==> config.mk <==
export PLATFORM = sky130hd
export DESIGN_NAME = ptmr_top
export DESIGN_NICKNAME = d
export VERILOG_FILES = /design/src/ptmr_pkg.sv /design/src/ptmr_top.sv
export VERILOG_INCLUDE_DIRS = /design/src
export SDC_FILE = /design/constraint.sdc
export NUM_CORES = 1
export LEC_CHECK = 0
export ABC_CLOCK_PERIOD_IN_PS = 2590
export BUFFER_PORTS_ARGS = -buffer_cell sky130_fd_sc_hd__buf_2
export CAP_MARGIN = 10
export CORE_ASPECT_RATIO = 1.1
export CORE_MARGIN = 4
export CORE_UTILIZATION = 28
export CTS_BUF_LIST = sky130_fd_sc_hd__clkbuf_4
export CTS_CLUSTER_DIAMETER = 200
export DETAILED_ROUTE_END_ITERATION = 8
export HOLD_SLACK_MARGIN = 0.12
export SYNTH_ARGS = -nofsm -noshare
export SYNTH_HDL_FRONTEND = slang
export SYNTH_SLANG_ARGS = --single-unit
==> constraint.sdc <==
create_clock -name clock_i -period 2.59 [get_ports clock_i]
set_input_delay 0.259 -clock clock_i [delete_from_list [all_inputs] [get_ports clock_i]]
set_output_delay 0.259 -clock clock_i [all_outputs]
set_load 0.01 [all_outputs]
==> src/ptmr_defines.svh <==
`ifndef PTMR_DEFINES_SVH
`define PTMR_DEFINES_SVH
// Register indices; byte address is four times the index
`define PTMR_IDX_FREE_FLAG  10'h001
`define PTMR_IDX_MULTI_FLAG 10'h002
`define PTMR_IDX_FREE_MODE  10'h008
`define PTMR_IDX_MODE_ONE   10'h009
`define PTMR_IDX_LOW        10'h00a
`define PTMR_IDX_HIGH       10'h00b
`define PTMR_IDX_CAP_FLAGS  10'h021
`define PTMR_IDX_PIN_FUNC   10'h024
`define PTMR_IDX_MODE_TWO   10'h026
// Field positions
`define PTMR_BIT_FREE_IRQ   2
`define PTMR_BIT_MULTI_IRQ  0
`define PTMR_BIT_CAP_STAT   0
`define PTMR_BIT_CAP_ERR    1
`define PTMR_BIT_PIN_EVENT  0
// Reset values
`define PTMR_RST_NIBBLE     4'h0
`define PTMR_RST_COUNT      8'h00
`define PTMR_RST_PRESCALE   11'h000
// Clock source code that picks the event pin
`define PTMR_SRC_EXT        3'h7
// Cycles from one mode-one write to the next that counts
`define PTMR_MODE_GAP_CYC   2
`endif

==> src/ptmr_pkg.sv <==
package ptmr_pkg;
  // Event pin edge choice
  typedef enum logic [1:0] {
    PTMR_EDGE_NONE = 2'b00,
    PTMR_EDGE_FALL = 2'b01,
    PTMR_EDGE_RISE = 2'b10,
    PTMR_EDGE_BOTH = 2'b11
  } ptmr_edge_t;
  // First multifunction mode register
  typedef struct packed {
    logic       reload;
    logic [2:0] src;
  } ptmr_mode_one_t;
  // Second multifunction mode register
  typedef struct packed {
    logic       cap_en;
    ptmr_edge_t edge_sel;
  } ptmr_mode_two_t;
  // Capture flags pair
  typedef struct packed {
    logic err;
    logic stat;
  } ptmr_cap_t;
endpackage : ptmr_pkg

==> src/ptmr_top.sv <==
// How it works
// - 11-bit prescaler cleared by reset, counts freely
// - Prescaler halts in reset and stop mode
// - Timer clocks come from selected prescaler taps, or the event pin in event mode
// - Free timer is 8-bit up-counter, reset clears
// - Free timer wraps at all-ones, sets flag
// - Four-bit write-only mode picks free timer clock
// - Multi timer overflow reloads or clears, continues
// - Overflow flag sticks until software or reset
// - Event mode counts falling, rising or both edges
// - Capture copies count, sets flags, clears timer
// - Trigger or overflow during status sets error
// - Capture flags clear on reset or zero write
// - Mode-one writes honoured two cycles apart only
// - Three-bit mode two picks edge and capture
// - Low write holds count, high write loads
// - Low load digit resets, high undefined
// - High read returns nibble, latches low outside capture mode
// - Captured value stays stable for reads
//
// Decided for this implementation: register access over APB.
`include "ptmr_defines.svh"
`timescale 1ns/1ps
`default_nettype none
module ptmr_top
  import ptmr_pkg::*;
#(
  // Prescaler bit that ends each ratio code's period
  parameter logic [7:0][3:0] TAPS = {4'd10, 4'd9, 4'd8, 4'd7,
                                     4'd5, 4'd3, 4'd1, 4'd0}
) (
  input  wire logic        clock_i,
  input  wire logic        rst_i,
  input  wire logic        ce_i,
  input  wire logic        stop_i,
  input  wire logic        event_input_pin_i,
  input  wire logic        psel_i,
  input  wire logic        penable_i,
  input  wire logic        pwrite_i,
  input  wire logic [11:0] paddr_i,
  input  wire logic [31:0] pwdata_i,
  output logic      [31:0] prdata_o,
  output logic             pready_o,
  output logic             pslverr_o,
  output logic             free_timer_irq_flag_o,
  output logic             multi_timer_irq_flag_o
);

  // Refuse taps beyond the prescaler's width
  for (genvar c = 0; c < 8; c++) begin : g_chk
    if (TAPS[c] > 4'd10) begin : g_bad
      $error("Prescaler tap out of range");
    end
  end

  // Prescaler and free timer state
  logic [10:0]    ps_q;          // Prescaler count
  logic [7:0]     tick;          // One tick per ratio code
  logic           ps_en;         // Prescaler advances
  logic [3:0]     ft_mode_q;     // Free timer mode
  logic [7:0]     ft_q;          // Free timer count
  logic           ft_tick;       // Free timer input clock
  logic           irq_free_q;    // Free timer flag
  // Multi timer, its mode and load registers
  ptmr_mode_one_t m1_q;          // Mode one
  ptmr_mode_two_t m2_q;          // Mode two
  logic [3:0]     pin_fn_q;      // Pin function
  logic [3:0]     ll_q;          // Load low digit
  logic [3:0]     lh_q;          // Load high digit
  logic [7:0]     mt_q;          // Multi timer count
  logic [7:0]     rd_q;          // Read register
  logic           irq_multi_q;   // Multi timer flag
  ptmr_cap_t      cap_q;         // Capture flags
  logic [1:0]     gap_q;         // Mode-one holdoff
  logic           pin_q;         // Previous pin level
  // Bus answer registers
  logic           rdy_q;         // Access answered
  logic           err_q;         // Unmapped access
  logic [31:0]    rdata_q;       // Read data
  // Combinational helpers
  logic [9:0]     idx;           // Register index
  logic           acc;           // Data capture edge
  logic           wr;            // Write completes
  logic           rd_hi;         // High digit read
  logic           ext_sel;       // Event counting
  logic           fall;          // Falling edge seen
  logic           rise;          // Rising edge seen
  logic           edge_hit;      // Chosen edge seen
  logic           trig;          // Capture trigger
  logic           mt_tick;       // Multi timer clock
  logic           mt_ovf;        // Multi timer overflow
  logic           m1_wr_ok;      // Mode-one write honoured
  logic           lh_wr;         // High load digit write
  logic           mapped;        // Index is decoded
  logic [31:0]    rmux;          // Read mux

  // Bus decode; the two low address bits are ignored
  // A low ce_i stalls a transfer before pready rises, but a write whose pready is already high is dropped
  assign idx   = paddr_i[11:2];
  assign ps_en = ce_i & ~stop_i;
  assign acc   = ce_i & psel_i & penable_i & ~rdy_q;
  assign wr    = ce_i & psel_i & penable_i & rdy_q & pwrite_i;
  assign rd_hi = acc & ~pwrite_i & (idx == `PTMR_IDX_HIGH);

  // Tap tick: low bits all ones so the tap bit is about to carry
  // Each tick lasts one cycle, so no timer counts twice per period
  for (genvar g = 0; g < 8; g++) begin : g_tap
    localparam logic [10:0] M = 11'((12'd2 << TAPS[g]) - 12'd1);
    assign tick[g] = ps_en & ((ps_q & M) == M);
  end

  // Prescaler, frozen by stop mode and reset
  // Freezing it also freezes every tap, hence both internal clocks
  always_ff @(posedge clock_i or posedge rst_i) begin
    if (rst_i) begin
      ps_q <= `PTMR_RST_PRESCALE;
    end else if (ps_en) begin
      ps_q <= ps_q + 11'd1;
    end
  end

  // Free timer input clock from its mode code
  assign ft_tick = tick[ft_mode_q[2:0]];

  // Free timer count and overflow flag
  // Its clear is a write of zero to the flag bit; a one is ignored
  always_ff @(posedge clock_i or posedge rst_i) begin
    if (rst_i) begin
      ft_q       <= `PTMR_RST_COUNT;
      irq_free_q <= 1'b0;
    end else if (ce_i) begin
      if (ft_tick) begin
        ft_q <= ft_q + 8'd1;
      end
      // Set wins over a clearing write in the same cycle
      if (ft_tick && ft_q == 8'hff) begin
        irq_free_q <= 1'b1;
      end else if (wr && idx == `PTMR_IDX_FREE_FLAG &&
                   !pwdata_i[`PTMR_BIT_FREE_IRQ]) begin
        irq_free_q <= 1'b0;
      end
    end
  end

  // Edge detector on the event pin, gated by its pin function
  // Pin function off keeps a floating pin from counting
  assign fall     = pin_q & ~event_input_pin_i;
  assign rise     = ~pin_q & event_input_pin_i;
  assign edge_hit = pin_fn_q[`PTMR_BIT_PIN_EVENT] &
                    ((m2_q.edge_sel[0] & fall) |
                     (m2_q.edge_sel[1] & rise));
  assign trig     = ce_i & m2_q.cap_en & edge_hit;

  // Capture mode always runs from the internal taps
  assign ext_sel = (m1_q.src == `PTMR_SRC_EXT) & ~m2_q.cap_en;
  assign mt_tick = ext_sel ? (ce_i & edge_hit)
                           : tick[m1_q.src];
  assign mt_ovf  = mt_tick & (mt_q == 8'hff);
  assign lh_wr   = wr & (idx == `PTMR_IDX_HIGH);

  // Previous pin level for edge detection
  // Resets low; the pin function bit masks the first false edge
  always_ff @(posedge clock_i or posedge rst_i) begin
    if (rst_i) begin
      pin_q <= 1'b0;
    end else if (ce_i) begin
      pin_q <= event_input_pin_i;
    end
  end

  // Mode-one holdoff: a second write too soon is dropped
  assign m1_wr_ok = wr & (idx == `PTMR_IDX_MODE_ONE) &
                    (gap_q == 2'd0);

  // Holdoff counts down only while ce_i is high

  always_ff @(posedge clock_i or posedge rst_i) begin
    if (rst_i) begin
      gap_q <= 2'd0;
    end else if (ce_i) begin
      if (m1_wr_ok) begin
        gap_q <= 2'(`PTMR_MODE_GAP_CYC - 1);
      end else if (gap_q != 2'd0) begin
        gap_q <= gap_q - 2'd1;
      end
    end
  end

  // Write-only mode and pin registers
  // Mode one takes only writes that pass the holdoff
  always_ff @(posedge clock_i or posedge rst_i) begin
    if (rst_i) begin
      ft_mode_q <= `PTMR_RST_NIBBLE;
      m1_q      <= `PTMR_RST_NIBBLE;
      m2_q      <= 3'h0;
      pin_fn_q  <= `PTMR_RST_NIBBLE;
      ll_q      <= `PTMR_RST_NIBBLE;
    end else if (wr) begin
      case (idx)
        `PTMR_IDX_FREE_MODE: ft_mode_q <= pwdata_i[3:0];
        `PTMR_IDX_MODE_TWO:  m2_q      <= pwdata_i[2:0];
        `PTMR_IDX_PIN_FUNC:  pin_fn_q  <= pwdata_i[3:0];
        `PTMR_IDX_LOW:       ll_q      <= pwdata_i[3:0];
        default: begin
          if (m1_wr_ok) begin
            m1_q <= pwdata_i[3:0];
          end
        end
      endcase
    end
  end

  // High load digit has no reset value
  // Reload before any high write would load an unknown value
  always_ff @(posedge clock_i) begin
    if (lh_wr) begin
      lh_q <= pwdata_i[3:0];
    end
  end

  // Multi timer: load beats capture, capture beats counting
  // Overflow in capture mode still follows the reload bit
  always_ff @(posedge clock_i or posedge rst_i) begin
    if (rst_i) begin
      mt_q <= `PTMR_RST_COUNT;
    end else if (ce_i) begin
      // Software's load is the newest value, so it wins
      if (lh_wr) begin
        mt_q <= {pwdata_i[3:0], ll_q};
      end else if (trig) begin
        mt_q <= 8'h00;
      end else if (mt_ovf) begin
        mt_q <= m1_q.reload ? {lh_q, ll_q} : 8'h00;
      end else if (mt_tick) begin
        mt_q <= mt_q + 8'd1;
      end
    end
  end

  // Read register: capture snapshot or low-nibble latch
  always_ff @(posedge clock_i or posedge rst_i) begin
    if (rst_i) begin
      rd_q <= `PTMR_RST_COUNT;
    end else if (ce_i) begin
      // Capture overwrites any pending low-digit latch
      if (trig) begin
        rd_q <= mt_q;
      end else if (rd_hi && !m2_q.cap_en) begin
        rd_q[3:0] <= mt_q[3:0];
      end
    end
  end

  // Sticky flags; hardware set wins over a clearing write
  always_ff @(posedge clock_i or posedge rst_i) begin
    if (rst_i) begin
      irq_multi_q <= 1'b0;
      cap_q       <= 2'b00;
    end else if (ce_i) begin
      if (mt_ovf || trig) begin
        irq_multi_q <= 1'b1;
      end else if (wr && idx == `PTMR_IDX_MULTI_FLAG &&
                   !pwdata_i[`PTMR_BIT_MULTI_IRQ]) begin
        irq_multi_q <= 1'b0;
      end
      // Status marks a capture that software has not yet cleared
      if (trig) begin
        cap_q.stat <= 1'b1;
      end else if (wr && idx == `PTMR_IDX_CAP_FLAGS &&
                   !pwdata_i[`PTMR_BIT_CAP_STAT]) begin
        cap_q.stat <= 1'b0;
      end
      // A second event before status is cleared is an error
      if (cap_q.stat && (trig || mt_ovf)) begin
        cap_q.err <= 1'b1;
      end else if (wr && idx == `PTMR_IDX_CAP_FLAGS &&
                   !pwdata_i[`PTMR_BIT_CAP_ERR]) begin
        cap_q.err <= 1'b0;
      end
    end
  end

  // Address decode; write-only registers read as zero
  // Unmapped indices answer with pslverr and change nothing
  always_comb begin
    rmux   = 32'h0000_0000;
    mapped = 1'b1;
    case (idx)
      `PTMR_IDX_FREE_FLAG:  rmux[`PTMR_BIT_FREE_IRQ]  = irq_free_q;
      `PTMR_IDX_MULTI_FLAG: rmux[`PTMR_BIT_MULTI_IRQ] = irq_multi_q;
      `PTMR_IDX_CAP_FLAGS:  rmux[1:0] = cap_q;
      `PTMR_IDX_LOW:        rmux[3:0] = rd_q[3:0];
      `PTMR_IDX_HIGH: begin
        // Capture keeps the snapshot so either order works
        rmux[3:0] = m2_q.cap_en ? rd_q[7:4] : mt_q[7:4];
      end
      `PTMR_IDX_FREE_MODE, `PTMR_IDX_MODE_ONE, `PTMR_IDX_PIN_FUNC,
      `PTMR_IDX_MODE_TWO:   rmux = 32'h0000_0000;
      default:              mapped = 1'b0;
    endcase
  end

  // APB answer one cycle into the access phase, all registered
  // One wait state keeps every answer output a flip-flop
  always_ff @(posedge clock_i or posedge rst_i) begin
    if (rst_i) begin
      rdy_q   <= 1'b0;
      err_q   <= 1'b0;
      rdata_q <= 32'h0000_0000;
    end else if (ce_i) begin
      if (acc) begin
        rdy_q   <= 1'b1;
        err_q   <= ~mapped;
        rdata_q <= pwrite_i ? 32'h0000_0000 : rmux;
      end else begin
        rdy_q <= 1'b0;
        err_q <= 1'b0;
      end
    end
  end

  // Outputs straight from flip-flops
  assign prdata_o               = rdata_q;
  assign pready_o               = rdy_q;
  assign pslverr_o              = err_q;
  assign free_timer_irq_flag_o  = irq_free_q;
  assign multi_timer_irq_flag_o = irq_multi_q;
endmodule : ptmr_top
`default_nettype wire

# Yosys cells after proc, flatten, opt, wreduce, memory -nomap -nowiden

Index checks and enable logic that the tools add are counted.

Flip-flop bits (word level): 95
Bits in latches: 0
Bits in writable memories: 0
Bits in read-only memories: 0
Input bits: 52
Memories: 0

$add $sub $neg: 4
$mul: 0
Div/mod/pow operators: 0
$lt $le $gt $ge: 2
Equality and inequality tests: 19
Shift operators: 0
Multiplexer cells: 31
Bitwise operators: 38
Reduce and logical (&&, ||, !) cells: 41

Operators by type and width:

| kind                                                        | count |
|---|---|
| == test 10 x 4 -> 1 bit (second input constant)             | 4 |
| two-way mux 8 bit                                           | 5 |
| == test 10 x 6 -> 1 bit (second input constant)             | 3 |
| bitwise AND 1 bit                                           | 29 |
| AND reduction 2 bit                                         | 14 |
| == test 8 bit (second input constant)                       | 3 |
| adder 8 x 1 -> 8 bit (second input constant)                | 2 |
| two-way mux 4 bit                                           | 4 |
| two-way mux 1 bit                                           | 14 |
| nonzero test 2 bit                                          | 7 |
| adder 11 x 1 -> 11 bit (second input constant)              | 1 |
| == test 11 bit (second input constant)                      | 1 |
| == test 10 x 1 -> 1 bit (second input constant)             | 1 |
| == test 10 bit (second input constant)                      | 1 |
| == test 10 x 2 -> 1 bit (second input constant)             | 1 |
| logical AND 1 bit                                           | 10 |
| == test 9 bit (second input constant)                       | 1 |
| OR reduction 9 bit                                          | 1 |
| less-than comparator 3 x 4 -> 1 bit (second input constant) | 2 |
| inverter 1 bit                                              | 8 |
| binary-select mux 1 bit (select 3 bit)                      | 2 |
| == test 6 bit (second input constant)                       | 1 |
| case mux 1 bit (3 select lines)                             | 2 |
| == test 4 bit (second input constant)                       | 1 |
| other kinds (13)                                            | 17 |

# Depth between registers and ports, before layout

Gate-level depths: netlist (run 1).

Depth in word-level cells: 12
Gate-level depth with buffers: 10
Depth with buffers taken out: 10

# Worst setup path before layout (run 1)

OpenSTA, ideal clock, no wires.

Kind: reg2reg
Start point: register ps_q[0]
End point: register mt_q[3]
Data arrival time: 2.103 ns
Data required time: 2.464 ns
Path slack: 0.361 ns
Cell stages (with the launch flop): 11
Path buffers: 0
Period minus slack after synthesis: 2.229 ns
Path through: dfrtp_1 -> ha_1 -> nand3_1 -> nor2_1 -> ha_1 -> nand2_1 -> o31ai_1 -> a21oi_1 -> o31ai_4 -> nor2_1 -> a221o_1

Word-level cells in the longest chain between the ends: 9
Elaborated cells on any way between the ends: 24

RTL lines:

| element                                   | RTL line        | text |
|---|---|---|
| start: declaration                        | ptmr_top.sv:57  | `logic [10:0] ps_q;` |
| start signal: assignment                  | ptmr_top.sv:116 | `` ps_q <= `PTMR_RST_PRESCALE; `` |
| start signal: assignment                  | ptmr_top.sv:118 | `ps_q <= ps_q + 11'd1;` |
| == test 11 bit (tied with other cells)    | ptmr_top.sv:109 | `assign tick[g] = ps_en & ((ps_q & M) == M);` |
| bitwise AND 1 bit                         | ptmr_top.sv:109 |  |
| binary-select mux 1 bit (select 3 bit) *  | ptmr_top.sv:157 | `: tick[m1_q.src];` |
| two-way mux 1 bit (implied by the code) * | ptmr_top.sv:157 |  |
| two-way mux 1 bit *                       | ptmr_top.sv:156 | `assign mt_tick = ext_sel ? (ce_i & edge_hit)` |
| bitwise AND 1 bit                         | ptmr_top.sv:158 | `assign mt_ovf = mt_tick & (mt_q == 8'hff);` |
| two-way mux 8 bit                         | ptmr_top.sv:232 | `end else if (mt_ovf) begin` |
| two-way mux 8 bit                         | ptmr_top.sv:230 | `end else if (trig) begin` |
| two-way mux 8 bit                         | ptmr_top.sv:228 | `if (lh_wr) begin` |
| end signal: assignment                    | ptmr_top.sv:229 | `mt_q <= {pwdata_i[3:0], ll_q};` |
| end signal: assignment                    | ptmr_top.sv:233 | `mt_q <= m1_q.reload ? {lh_q, ll_q} : 8'h00;` |
| end signal: assignment                    | ptmr_top.sv:235 | `mt_q <= mt_q + 8'd1;` |
| end: declaration                          | ptmr_top.sv:70  | `logic [7:0] mt_q;` |

Every way passes the cells marked *; elsewhere a longest branch is shown, timed or not. The select of a mux whose other input is x is not followed.
A chain may end at the register's enable or synchronous reset.

# Worst setup path after layout (run 1)

Start point: register ps_q[1]
End point: register mt_q[6]

Same word-level chain as after synthesis.

==> results of run 1 <==
-- synth_stat cells (3+ instances only) --
cell      count  area [sq um]
dfrtp_1      63          1580
edfxtp_1      4           120
mux2_2       18           203
a22o_1        3          26.3
clkbuf_1      9          33.8
a31oi_1       4          25.0
nor3_1        9          45.0
nor4_1        3          18.8
nand2_1      50           188
o21ai_0      17          85.1
inv_1         7          26.3
nand4_1      12          75.1
mux2i_1       8          80.1
mux2_1        3          33.8
a211o_1       3          26.3
and4_1        4          35.0
and3_1        6          37.5
a21o_1        3          22.5
xnor2_1      15           131
buf_4        29           218
nor2b_1       3          18.8
nand3_1      14          70.1
ha_1          4          50.1
a21oi_1      12          60.1
nor2_1       19          71.3
a22oi_1       5          37.5
nand2b_1      4          25.0
xor2_1        3          26.3
-- worst register-to-register path, stage by stage, from the launching register on --
cell	delay, ps
dfrtp_1	440
ha_1	210
nand3_1	160
nor2_1	60
ha_1	200
nand2_1	70
o31ai_1	60
a21oi_1	310
o31a_1	330
a22oi_1	140
o2bb2a_1	300
-- repair_timing --
item | 4_1_cts | 5_1_grt
setup buffers | 0 | 1
gates resized for setup | 0 | 1
endpoints found under the setup margin | 0 | 4
endpoints found under the hold margin | 26 | 0
hold buffers | 4 | 0
-- power by group through the flow --
stage | Combinational (W) | Clock, W | Sequential (W)
after floorplan | 0.000360 | 0 | 0.00129
after global placement | 0.000461 | 0 | 0.00131
after detailed placement | 0.000480 | 0 | 0.00131
after CTS | 0.000488 | 0.000857 | 0.00129
after global routing | 0.000548 | 0.000912 | 0.00131
final | 0.000486 | 0.000843 | 0.00130
-- cell usage in the layout (no fill, tap or decap), types with 8 or more instances in the layout --
cell type / n
buf_4: 12
dfrtp_1: 63
conb_1: 28
nor2_1: 19
nand4_1: 12
a21oi_1: 12
mux2_2: 18
buf_2: 29
nand3_1: 14
nor3_1: 9
o21ai_0: 16
clkbuf_4: 9
nand2_1: 50
mux2i_1: 8
xnor2_1: 15
-- cell families after synthesis --
kind of cell               Yosys count  synth area share
and+or+nand+nor                    143             0.202
AOI/OAI and AO/OA                   68             0.126
DFF                                 67             0.453
buffers and inverters               47            0.0769
muxes                               29            0.0846
xor gates and xnor gates            18            0.0421
adders and majority gates            4            0.0134
other                                1           0.00100
-- routing by layer --
metal  routed length (um)  GRT usage
met5                    0          0
met4                  128     0.0393
met3                  368     0.0354
met2                 4280      0.200
met1                 3910      0.148
-- state kept, by name, summed over array words and instances (netlist names), 2 cells and up --
signal / flops
ps_q: 11
ft_q: 8
mt_q: 8
rd_q: 8
lh_q: 4
ll_q: 4
m1_q: 4
prdata_o: 4
ft_mode_q: 3
m2_q: 3
cap_q: 2
gap_q: 2
-- cell type report --
cell class              count  area [sq um]
flip-flops and latches     67          1700
clock buffers               9          67.6
well taps                 161           201
inverters                   7          26.3
multi-input cells         290          1860
clock inverters             7           106
fillers                  1363          8900
repair buffers             46           295
-- worst min path at each step --
| stage | to | from | slack [ps] |
|---|---|---|---|
| 3_3_place_gp | ft_q[1] | rst_i | 320 |
| 5_1_grt | lh_q[1] | pwdata_i[1] | 130 |
| 6_report | lh_q[1] | pwdata_i[1] | 170 |
| 2_1_floorplan | lh_q[0] | pwdata_i[0] | 360 |
| 4_1_cts | lh_q[1] | pwdata_i[1] | 150 |
| 3_5_place_dp | ft_q[3] | rst_i | 330 |
-- metrics by stage --
stage	hold slack, ps	util	instance area [sq um]	setup WS, ps
2_1_floorplan	358	-	3840	361
3_3_place_gp	323	0.306	4030	243
3_5_place_dp	327	0.306	4030	163
4_1_cts	145	0.323	4250	120
5_1_grt	133	0.323	4250	8.05
6_report	169	0.323	4250	192
==> impl_metrics.env, run 1 <==
export IMPL_place_inst=566
export IMPL_slew_viol_final=0
export IMPL_finalSetupTns_ps=0
export IMPL_wire_per_inst_um=14.8
export IMPL_ys_warn_count=0
export IMPL_total_power_w=0.00263
export IMPL_syn_area_per_cell_sq_um=9.93
export IMPL_hold_path_depth=1
export IMPL_synth_edff_count=4
export IMPL_via_per_inst=5.05
export IMPL_power_leakage_nw=1.90
export IMPL_crit_required_ps=2910
export IMPL_hold_path_class="in -> reg"
export IMPL_fin_skew_ps=23.7
export IMPL_min_period_over_period=0.926
export IMPL_rr_startpoint="ps_q[1]"
export IMPL_critPathMaxFanout=6
export IMPL_arrival_ps=2720
export IMPL_stdcell_count=587
export IMPL_fmax_ghz=0.417
export IMPL_timing_reg2reg_setup_slack_ps=190
export IMPL_h_tree_depth=3
export IMPL_crit_family="compound AO/OA/AOI/OAI gates"
export IMPL_drc=0
export IMPL_max_stage_delay_ps=440
export IMPL_grt_pass1_wl_mm=14.6
export IMPL_firstDrtPassIters=4
export IMPL_num_rows=44
export IMPL_hpwl_mm=6.59
export IMPL_hold_viol=0
export IMPL_rsz0062_at_grt="no"
export IMPL_antenna_found_initial=0
export IMPL_worstPathCellList="ha_1, nand3_1, nor2_1, ha_1, nand2_1, o31ai_1, a21oi_1, o31a_1, a22oi_1, o2bb2a_1"
export IMPL_r2r_cells=10
export IMPL_grt_max_degree=25
export IMPL_clock_path_buffers=2
export IMPL_port_buffers=29
export IMPL_crit_cells=10
export IMPL_setup_viol=0
export IMPL_grt_pass1_vias=2900
export IMPL_track_usage=0.119
export IMPL_end_kind="register"
export IMPL_vias=2964
export IMPL_tightest_slew_ps=537
export IMPL_ys_seq_area_frac=0.453
export IMPL_period_needed_ps=2400
export IMPL_cts_buffers=9
export IMPL_critPathSlowestCell="dfrtp_1"
export IMPL_worst_ir_drop_vdd_v=0.000245
export IMPL_ys_types=62
export IMPL_ant_nets=0
export IMPL_power_frac_comb=0.185
export IMPL_core_area_sq_um=13200
export IMPL_critical_path_buf_inv_count=0
export IMPL_sequentialPowerShare=0.494
export IMPL_start_util=0.284
export IMPL_async_flop_share=0.940
export IMPL_clk_latency_ps=430
export IMPL_wl_mm=8.68
export IMPL_nets=477
export IMPL_powerDensity_nw_per_um2=618
export IMPL_grt_ovfl_total=0
export IMPL_area_growth_pct=13.6
export IMPL_drive_gt1_frac=0.207
export IMPL_outcome="complete, no violations"
export IMPL_die_h_um=129
export IMPL_start_kind="register"
export IMPL_synth_top_flop_cell="dfrtp_1"
export IMPL_critPathCapture="mt_q[6]"
export IMPL_syn_inst=377
export IMPL_internal_power_w=0.00181
export IMPL_p_clk_frac=0.321
export IMPL_clock_sinks=67
export IMPL_max_cap_viol_count=0
export IMPL_gp_congestion=0.870
export IMPL_ioPinCount=88
export IMPL_cp_common_cell="ha_1"
export IMPL_diodes=0
export IMPL_cts_root_buf="clkbuf_4"
export IMPL_die_w_um=118
export IMPL_slew_headroom=0.639
export IMPL_drtIter0Drc=105
export IMPL_critical_path_class="reg -> reg"
export IMPL_dieArea_sq_um=15300
export IMPL_netlist_area_sq_um=3740
export IMPL_crit_start="ps_q[1]"
export IMPL_switching_power_w=0.000819
export IMPL_cts_reportedPaths_clkPinSlew_ps=140
export IMPL_timing_rr_end="mt_q[6]"
export IMPL_ys_ff_latch=67
export IMPL_cts_tree="done"
export IMPL_sw_frac_of_total=0.312
(Power assumes the default switching activity.)
==> run 2, diff against run 1 <==
--- a/config.mk
+++ b/config.mk
@@ -12,7 +12,7 @@
 export CORE_ASPECT_RATIO = 1.1
 export CORE_MARGIN = 4
 export CORE_UTILIZATION = 28
-export CTS_BUF_LIST = sky130_fd_sc_hd__clkbuf_4
+export CTS_BUF_LIST = sky130_fd_sc_hd__clkbuf_4 sky130_fd_sc_hd__clkbuf_8
 export CTS_CLUSTER_DIAMETER = 200
 export DETAILED_ROUTE_END_ITERATION = 8
 export HOLD_SLACK_MARGIN = 0.12
==> impl_metrics.env, run 2 (synthesis gave the netlist of run 1 again) <==
export IMPL_setup_ws_ps=177
export IMPL_hpwl_mm=6.59
export IMPL_via_per_inst=5.01
export IMPL_clock_path_buffers=2
export IMPL_end_kind="register"
export IMPL_critical_path_class="reg -> reg"
export IMPL_core_area_sq_um=13200
export IMPL_cts_buffers=9
export IMPL_dieArea_sq_um=15300
export IMPL_max_cap_viol_count=0
export IMPL_cp_common_cell="ha_1"
export IMPL_wire_per_inst_um=14.8
export IMPL_clock_sinks=67
export IMPL_place_ws_ps=163
export IMPL_cts_setup_buffers=0
export IMPL_num_rows=44
export IMPL_drt_met1_wl_mm=3.92
export IMPL_start_util=0.284
export IMPL_die_w_um=118
export IMPL_crit_family="compound AO/OA/AOI/OAI gates"
export IMPL_crit_start="ps_q[1]"
export IMPL_cts_tree="done"
export IMPL_stdcell_count=583
export IMPL_power_leakage_nw=1.91
export IMPL_start_kind="register"
export IMPL_final_common_cell="dfrtp_1"
export IMPL_area_growth_pct=14.1
export IMPL_hp_start="pwdata_i[3]"
export IMPL_cts_reportedPaths_clkPinSlew_ps=80
export IMPL_arrival_ps=2630
export IMPL_ant_nets=0
export IMPL_grt_pass1_wl_mm=14.5
export IMPL_worst_ir_drop_vdd_v=0.000252
export IMPL_antenna_found_initial=0
export IMPL_top_register="ps_q"
export IMPL_powerDensity_nw_per_um2=652
export IMPL_crit_required_ps=2810
export IMPL_diodes=0
export IMPL_rsz0062_at_grt="no"
export IMPL_critPathMaxFanout=6
export IMPL_fin_skew_ps=15.3
export IMPL_max_stage_delay_ps=420
export IMPL_hold_path_end="lh_q[3]"
export IMPL_place_inst=566
export IMPL_ioPinCount=88
export IMPL_grt_max_degree=25
export IMPL_hold_path_class="in -> reg"
export IMPL_timing_reg2reg_setup_slack_ps=180
export IMPL_top_layer_used="met4"
export IMPL_die_h_um=129
export IMPL_clk_latency_ps=340
export IMPL_met3_wirelength_um=332
export IMPL_largest_reg_flops=11
export IMPL_cts_root_buf="clkbuf_8"
export IMPL_drc=0
export IMPL_grt_ovfl_total=0
export IMPL_slew_headroom=0.638
export IMPL_met2_length_mm=4.25
export IMPL_critical_path_buf_inv_count=0
export IMPL_port_buffers=29
export IMPL_h_tree_depth=3
export IMPL_hold_path_depth=1
export IMPL_fin_util=0.325
export IMPL_nets=473
export IMPL_final_cell_mix="dfrtp_1 (63), nand2_1 (50), buf_2 (29), conb_1 (28), nor2_1 (19)"
export IMPL_firstDrtPassIters=4
export IMPL_slew_viol_final=0
export IMPL_min_period_over_period=0.932
export IMPL_grt_pass1_vias=2899
export IMPL_wl_mm=8.63
export IMPL_critPathSlowestCell="dfrtp_1"
export IMPL_vias=2920
export IMPL_drtIter0Drc=112
export IMPL_worstPathCellList="ha_1, nand3_1, nor2_1, ha_1, nand2_1, o31ai_1, a21oi_1, o31a_1, a22oi_1, o2bb2a_1"
export IMPL_period_needed_ps=2410
export IMPL_fin_hold_ws_ps=163
export IMPL_rr_startpoint="ps_q[1]"
export IMPL_r2r_cells=10
export IMPL_timing_rr_end="mt_q[6]"
export IMPL_tightest_slew_ps=538
export IMPL_hold_viol=0
export IMPL_outcome="complete, no violations"
export IMPL_gp_congestion=0.870
export IMPL_drive_gt1_frac=0.206
export IMPL_track_usage=0.117
export IMPL_finalSetupTns_ps=0
export IMPL_setup_viol=0
export IMPL_fmax_ghz=0.414
[run 2: cell count changes in the layout (fill, tap and decap cells not counted), sizes merged]
| cell | before | now |
|---|---|---|
| buf | 42 | 41 |
| dlygate4sd3 | 4 | 1 |
[run 2: layout make-up]
type,instances,area (sq um)
Inverter,7,26.3
Clock inverter,7,106
Multi-Input combinational cell,290,1860
Fill cell,1354,8890
Timing Repair Buffer,42,258
Sequential cell,67,1700
Clock buffer,9,124
Tap cell,161,201
[run 2: power breakdown]
group	internal (W)	leakage (nW)	total [W]	switching [W]
clock network	0.000561	0.117	0.00101	0.000447
registers	0.00116	0.888	0.00130	0.000132
logic	0.000228	0.902	0.000480	0.000252
total	0.00195	1.91	0.00278	0.000831
[run 2: per-stage QoR]
step	cell area, sq um	power [W]
detailed placement	4030	0.00179
global placement	4030	0.00177
CTS	4270	0.00280
floorplan	3840	0.00165
finish	4270	0.00278
global route	4270	0.00293
[run 2: worst register-to-register path, stage by stage (launching register included)]
cell and delay (ps):
dfrtp_1 420, ha_1 200, nand3_1 160, nor2_1 60, ha_1 200, nand2_1 70, o31ai_1 60, a21oi_1 310
o31a_1 360, a22oi_1 140, o2bb2a_1 300
[run 2: metal layers]
| metal | vias to the layer above | track usage |
|---|---|---|
| met3 | 12 | 0.0218 |
| li1 | 1389 | - |
| met5 | - | 0 |
| met4 | 0 | 0.0448 |
| met1 | 1446 | 0.148 |
| met2 | 73 | 0.198 |
[run 2: repair_timing]
action                     CTS  global route
resized for setup            0             1
hold buffers                 1             0
hold endpoints to repair    22             0
setup endpoints to repair    0             2
[run 2: worst max path at each step]
stage / end / cells past startpoint
after floorplan: mt_q[3] / 10
after global placement: mt_q[6] / 10
after detailed placement: cap_q[1] / 10
after CTS: cap_q[1] / 10
after global routing: mt_q[6] / 10
final: mt_q[6] / 10
==> run 3, diff against run 2 <==
--- a/config.mk
+++ b/config.mk
@@ -6,11 +6,10 @@
 export SDC_FILE = /design/constraint.sdc
 export NUM_CORES = 1
 export LEC_CHECK = 0
-export ABC_CLOCK_PERIOD_IN_PS = 2590
+export ABC_CLOCK_PERIOD_IN_PS = 2110
 export BUFFER_PORTS_ARGS = -buffer_cell sky130_fd_sc_hd__buf_2
 export CAP_MARGIN = 10
 export CORE_ASPECT_RATIO = 1.1
-export CORE_MARGIN = 4
 export CORE_UTILIZATION = 28
 export CTS_BUF_LIST = sky130_fd_sc_hd__clkbuf_4 sky130_fd_sc_hd__clkbuf_8
 export CTS_CLUSTER_DIAMETER = 200
==> constraint.sdc (replaced) <==
create_clock -name clock_i -period 2.11 [get_ports clock_i]
set_input_delay 0.211 -clock clock_i [delete_from_list [all_inputs] [get_ports clock_i]]
set_output_delay 0.211 -clock clock_i [all_outputs]
set_load 0.01 [all_outputs]
==> impl_metrics.env, run 3 (synthesis gave the netlist of run 1 again) <==
export IMPL_min_period_over_period=1.01
export IMPL_grt_pass1_wl_mm=13.8
export IMPL_slew_viol_final=0
export IMPL_die_w_um=112
export IMPL_cp_common_cell="ha_2"
export IMPL_diodes=0
export IMPL_hold_path_class="in -> reg"
export IMPL_grt_max_degree=29
export IMPL_largest_reg_flops=11
export IMPL_hp_start="event_input_pin_i"
export IMPL_cts_buffers=9
export IMPL_grt_ovfl_total=0
export IMPL_via_per_inst=4.94
export IMPL_crit_required_ps=2330
export IMPL_crit_family="compound AO/OA/AOI/OAI gates"
export IMPL_ant_nets=0
export IMPL_clk_latency_ps=340
export IMPL_outcome="finished, violations left"
export IMPL_vias=2976
export IMPL_track_usage=0.127
export IMPL_finalSetupTns_ps=-23.0
export IMPL_fin_skew_ps=7.37
export IMPL_critical_path_buf_inv_count=0
export IMPL_die_h_um=123
export IMPL_timing_reg2reg_setup_slack_ps=-20
export IMPL_drive_gt1_frac=0.269
export IMPL_critPathMaxFanout=6
export IMPL_postLayoutCellArea_sq_um=4440
export IMPL_grt_pass1_vias=2872
export IMPL_violations="design-rule violations, negative setup slack"
export IMPL_cts_reportedPaths_clkPinSlew_ps=70
export IMPL_drc=2
export IMPL_gp_congestion=0.869
export IMPL_hold_viol=0
export IMPL_power_leakage_nw=1.99
export IMPL_cts_tree="done"
export IMPL_timing_rr_end="mt_q[6]"
export IMPL_worst_ir_drop_vdd_v=0.000334
export IMPL_placed_area_sq_um=4200
export IMPL_hold_path_depth=2
export IMPL_end_kind="register"
export IMPL_r2r_cells=10
export IMPL_fmax_ghz=0.469
export IMPL_area_growth_pct=18.6
export IMPL_drtIter0Drc=98
export IMPL_clock_sinks=67
export IMPL_hpwl_mm=6.33
export IMPL_port_buffers=29
export IMPL_clock_path_buffers=2
export IMPL_top_register="ps_q"
export IMPL_wl_mm=8.35
export IMPL_antenna_found_initial=0
export IMPL_fin_util=0.347
export IMPL_start_kind="register"
export IMPL_worstPathCellList="ha_2, nand3_2, nor2_1, ha_2, nand2_2, o31ai_4, a21oi_2, o31a_1, o21ai_1, o2bb2a_2"
export IMPL_h_tree_depth=3
export IMPL_start_util=0.292
export IMPL_critPathSlowestCell="o31a_1"
export IMPL_ioPinCount=88
export IMPL_place_inst=583
export IMPL_period_needed_ps=2130
export IMPL_stdcell_count=603
export IMPL_core_area_sq_um=12800
export IMPL_setup_viol=1
export IMPL_powerDensity_nw_per_um2=720
export IMPL_firstDrtPassIters=8
export IMPL_max_cap_viol_count=0
export IMPL_critical_path_class="reg -> reg"
export IMPL_cts_root_buf="clkbuf_8"
export IMPL_rr_startpoint="ps_q[1]"
export IMPL_max_stage_delay_ps=400
export IMPL_wire_per_inst_um=13.8
export IMPL_rsz0062_at_grt="yes"
export IMPL_arrival_ps=2360
export IMPL_num_rows=43
export IMPL_nets=497
export IMPL_hold_path_end="pin_q"
export IMPL_dieArea_sq_um=13800
export IMPL_setup_ws_ps=-23.0
export IMPL_final_cell_mix="dfrtp_1 (63), nand2_1 (49), buf_4 (33), buf_2 (29), conb_1 (28)"
export IMPL_final_common_cell="dfrtp_1"
## run 3: changes by cell type in the layout (fill, tap and decap cells not counted), sizes merged
cell         previous run  this run
clkbuf                  9        11
dlygate4sd3             1         2
clkinvlp                0         2
inv                    11         7
clkinv                  1         3
bufinv                  2         0
buf                    41        64
## run 3: routing by layer
layer  up-vias  wire [um]  GRT usage
li1       1434          -          -
met1      1444       3630      0.153
met2        82       4270      0.216
met3        16        306     0.0250
met4         0        144     0.0692
met5         -          0          0
## run 3: layout make-up
class | instances | area (sq um)
repair buffers | 66 | 444
multi-input cells | 290 | 1910
fillers | 1307 | 8370
clock buffers | 11 | 139
clock inverters | 5 | 30.0
well taps | 157 | 196
inverters | 7 | 26.3
flip-flops and latches | 67 | 1700
## run 3: power by group
group	total (W)	internal [W]	switching, W
clock	0.000925	0.000446	0.000479
sequential	0.00157	0.00143	0.000138
combinational	0.000700	0.000350	0.000350
## run 3: metrics by stage
stage                     worst slack (ps)  total power (W)  hold WS [ps]
after global routing                  -152          0.00337           155
after global placement               -99.0          0.00224           239
after CTS                            -30.0          0.00321           135
after floorplan                      -98.0          0.00203           310
final                                -23.0          0.00319           153
after detailed placement             -87.9          0.00227           243
## run 3: how the worst max path moves through the flow
stage / end / start / slack [ps] / cells after the start
after floorplan: mt_q[0] / ps_q[0] / -100 / 10
after global placement: mt_q[2] / paddr_i[6] / -100 / 8
after detailed placement: mt_q[2] / paddr_i[6] / -90 / 8
after CTS: mt_q[3] / ps_q[1] / -30 / 11
after global routing: mt_q[6] / ps_q[1] / -150 / 10
final: mt_q[6] / ps_q[1] / -20 / 10
## run 3: timing repair
item / in CTS / in global routing
hold buffers: 2 / 0
hold endpoints to repair: 17 / 0
pin swaps: 2 / 4
setup endpoints to repair: 7 / 17
buffers inserted: 0 / 2
gates resized for setup: 3 / 8
## run 3: worst reg2reg max path, stage by stage, from the launching register on
cell      delay, ps
dfrtp_1         350
ha_2            190
nand3_2          80
nor2_1          100
ha_2            200
nand2_2          70
o31ai_4         190
a21oi_2          80
o31a_1          410
o21ai_1         150
o2bb2a_2        210
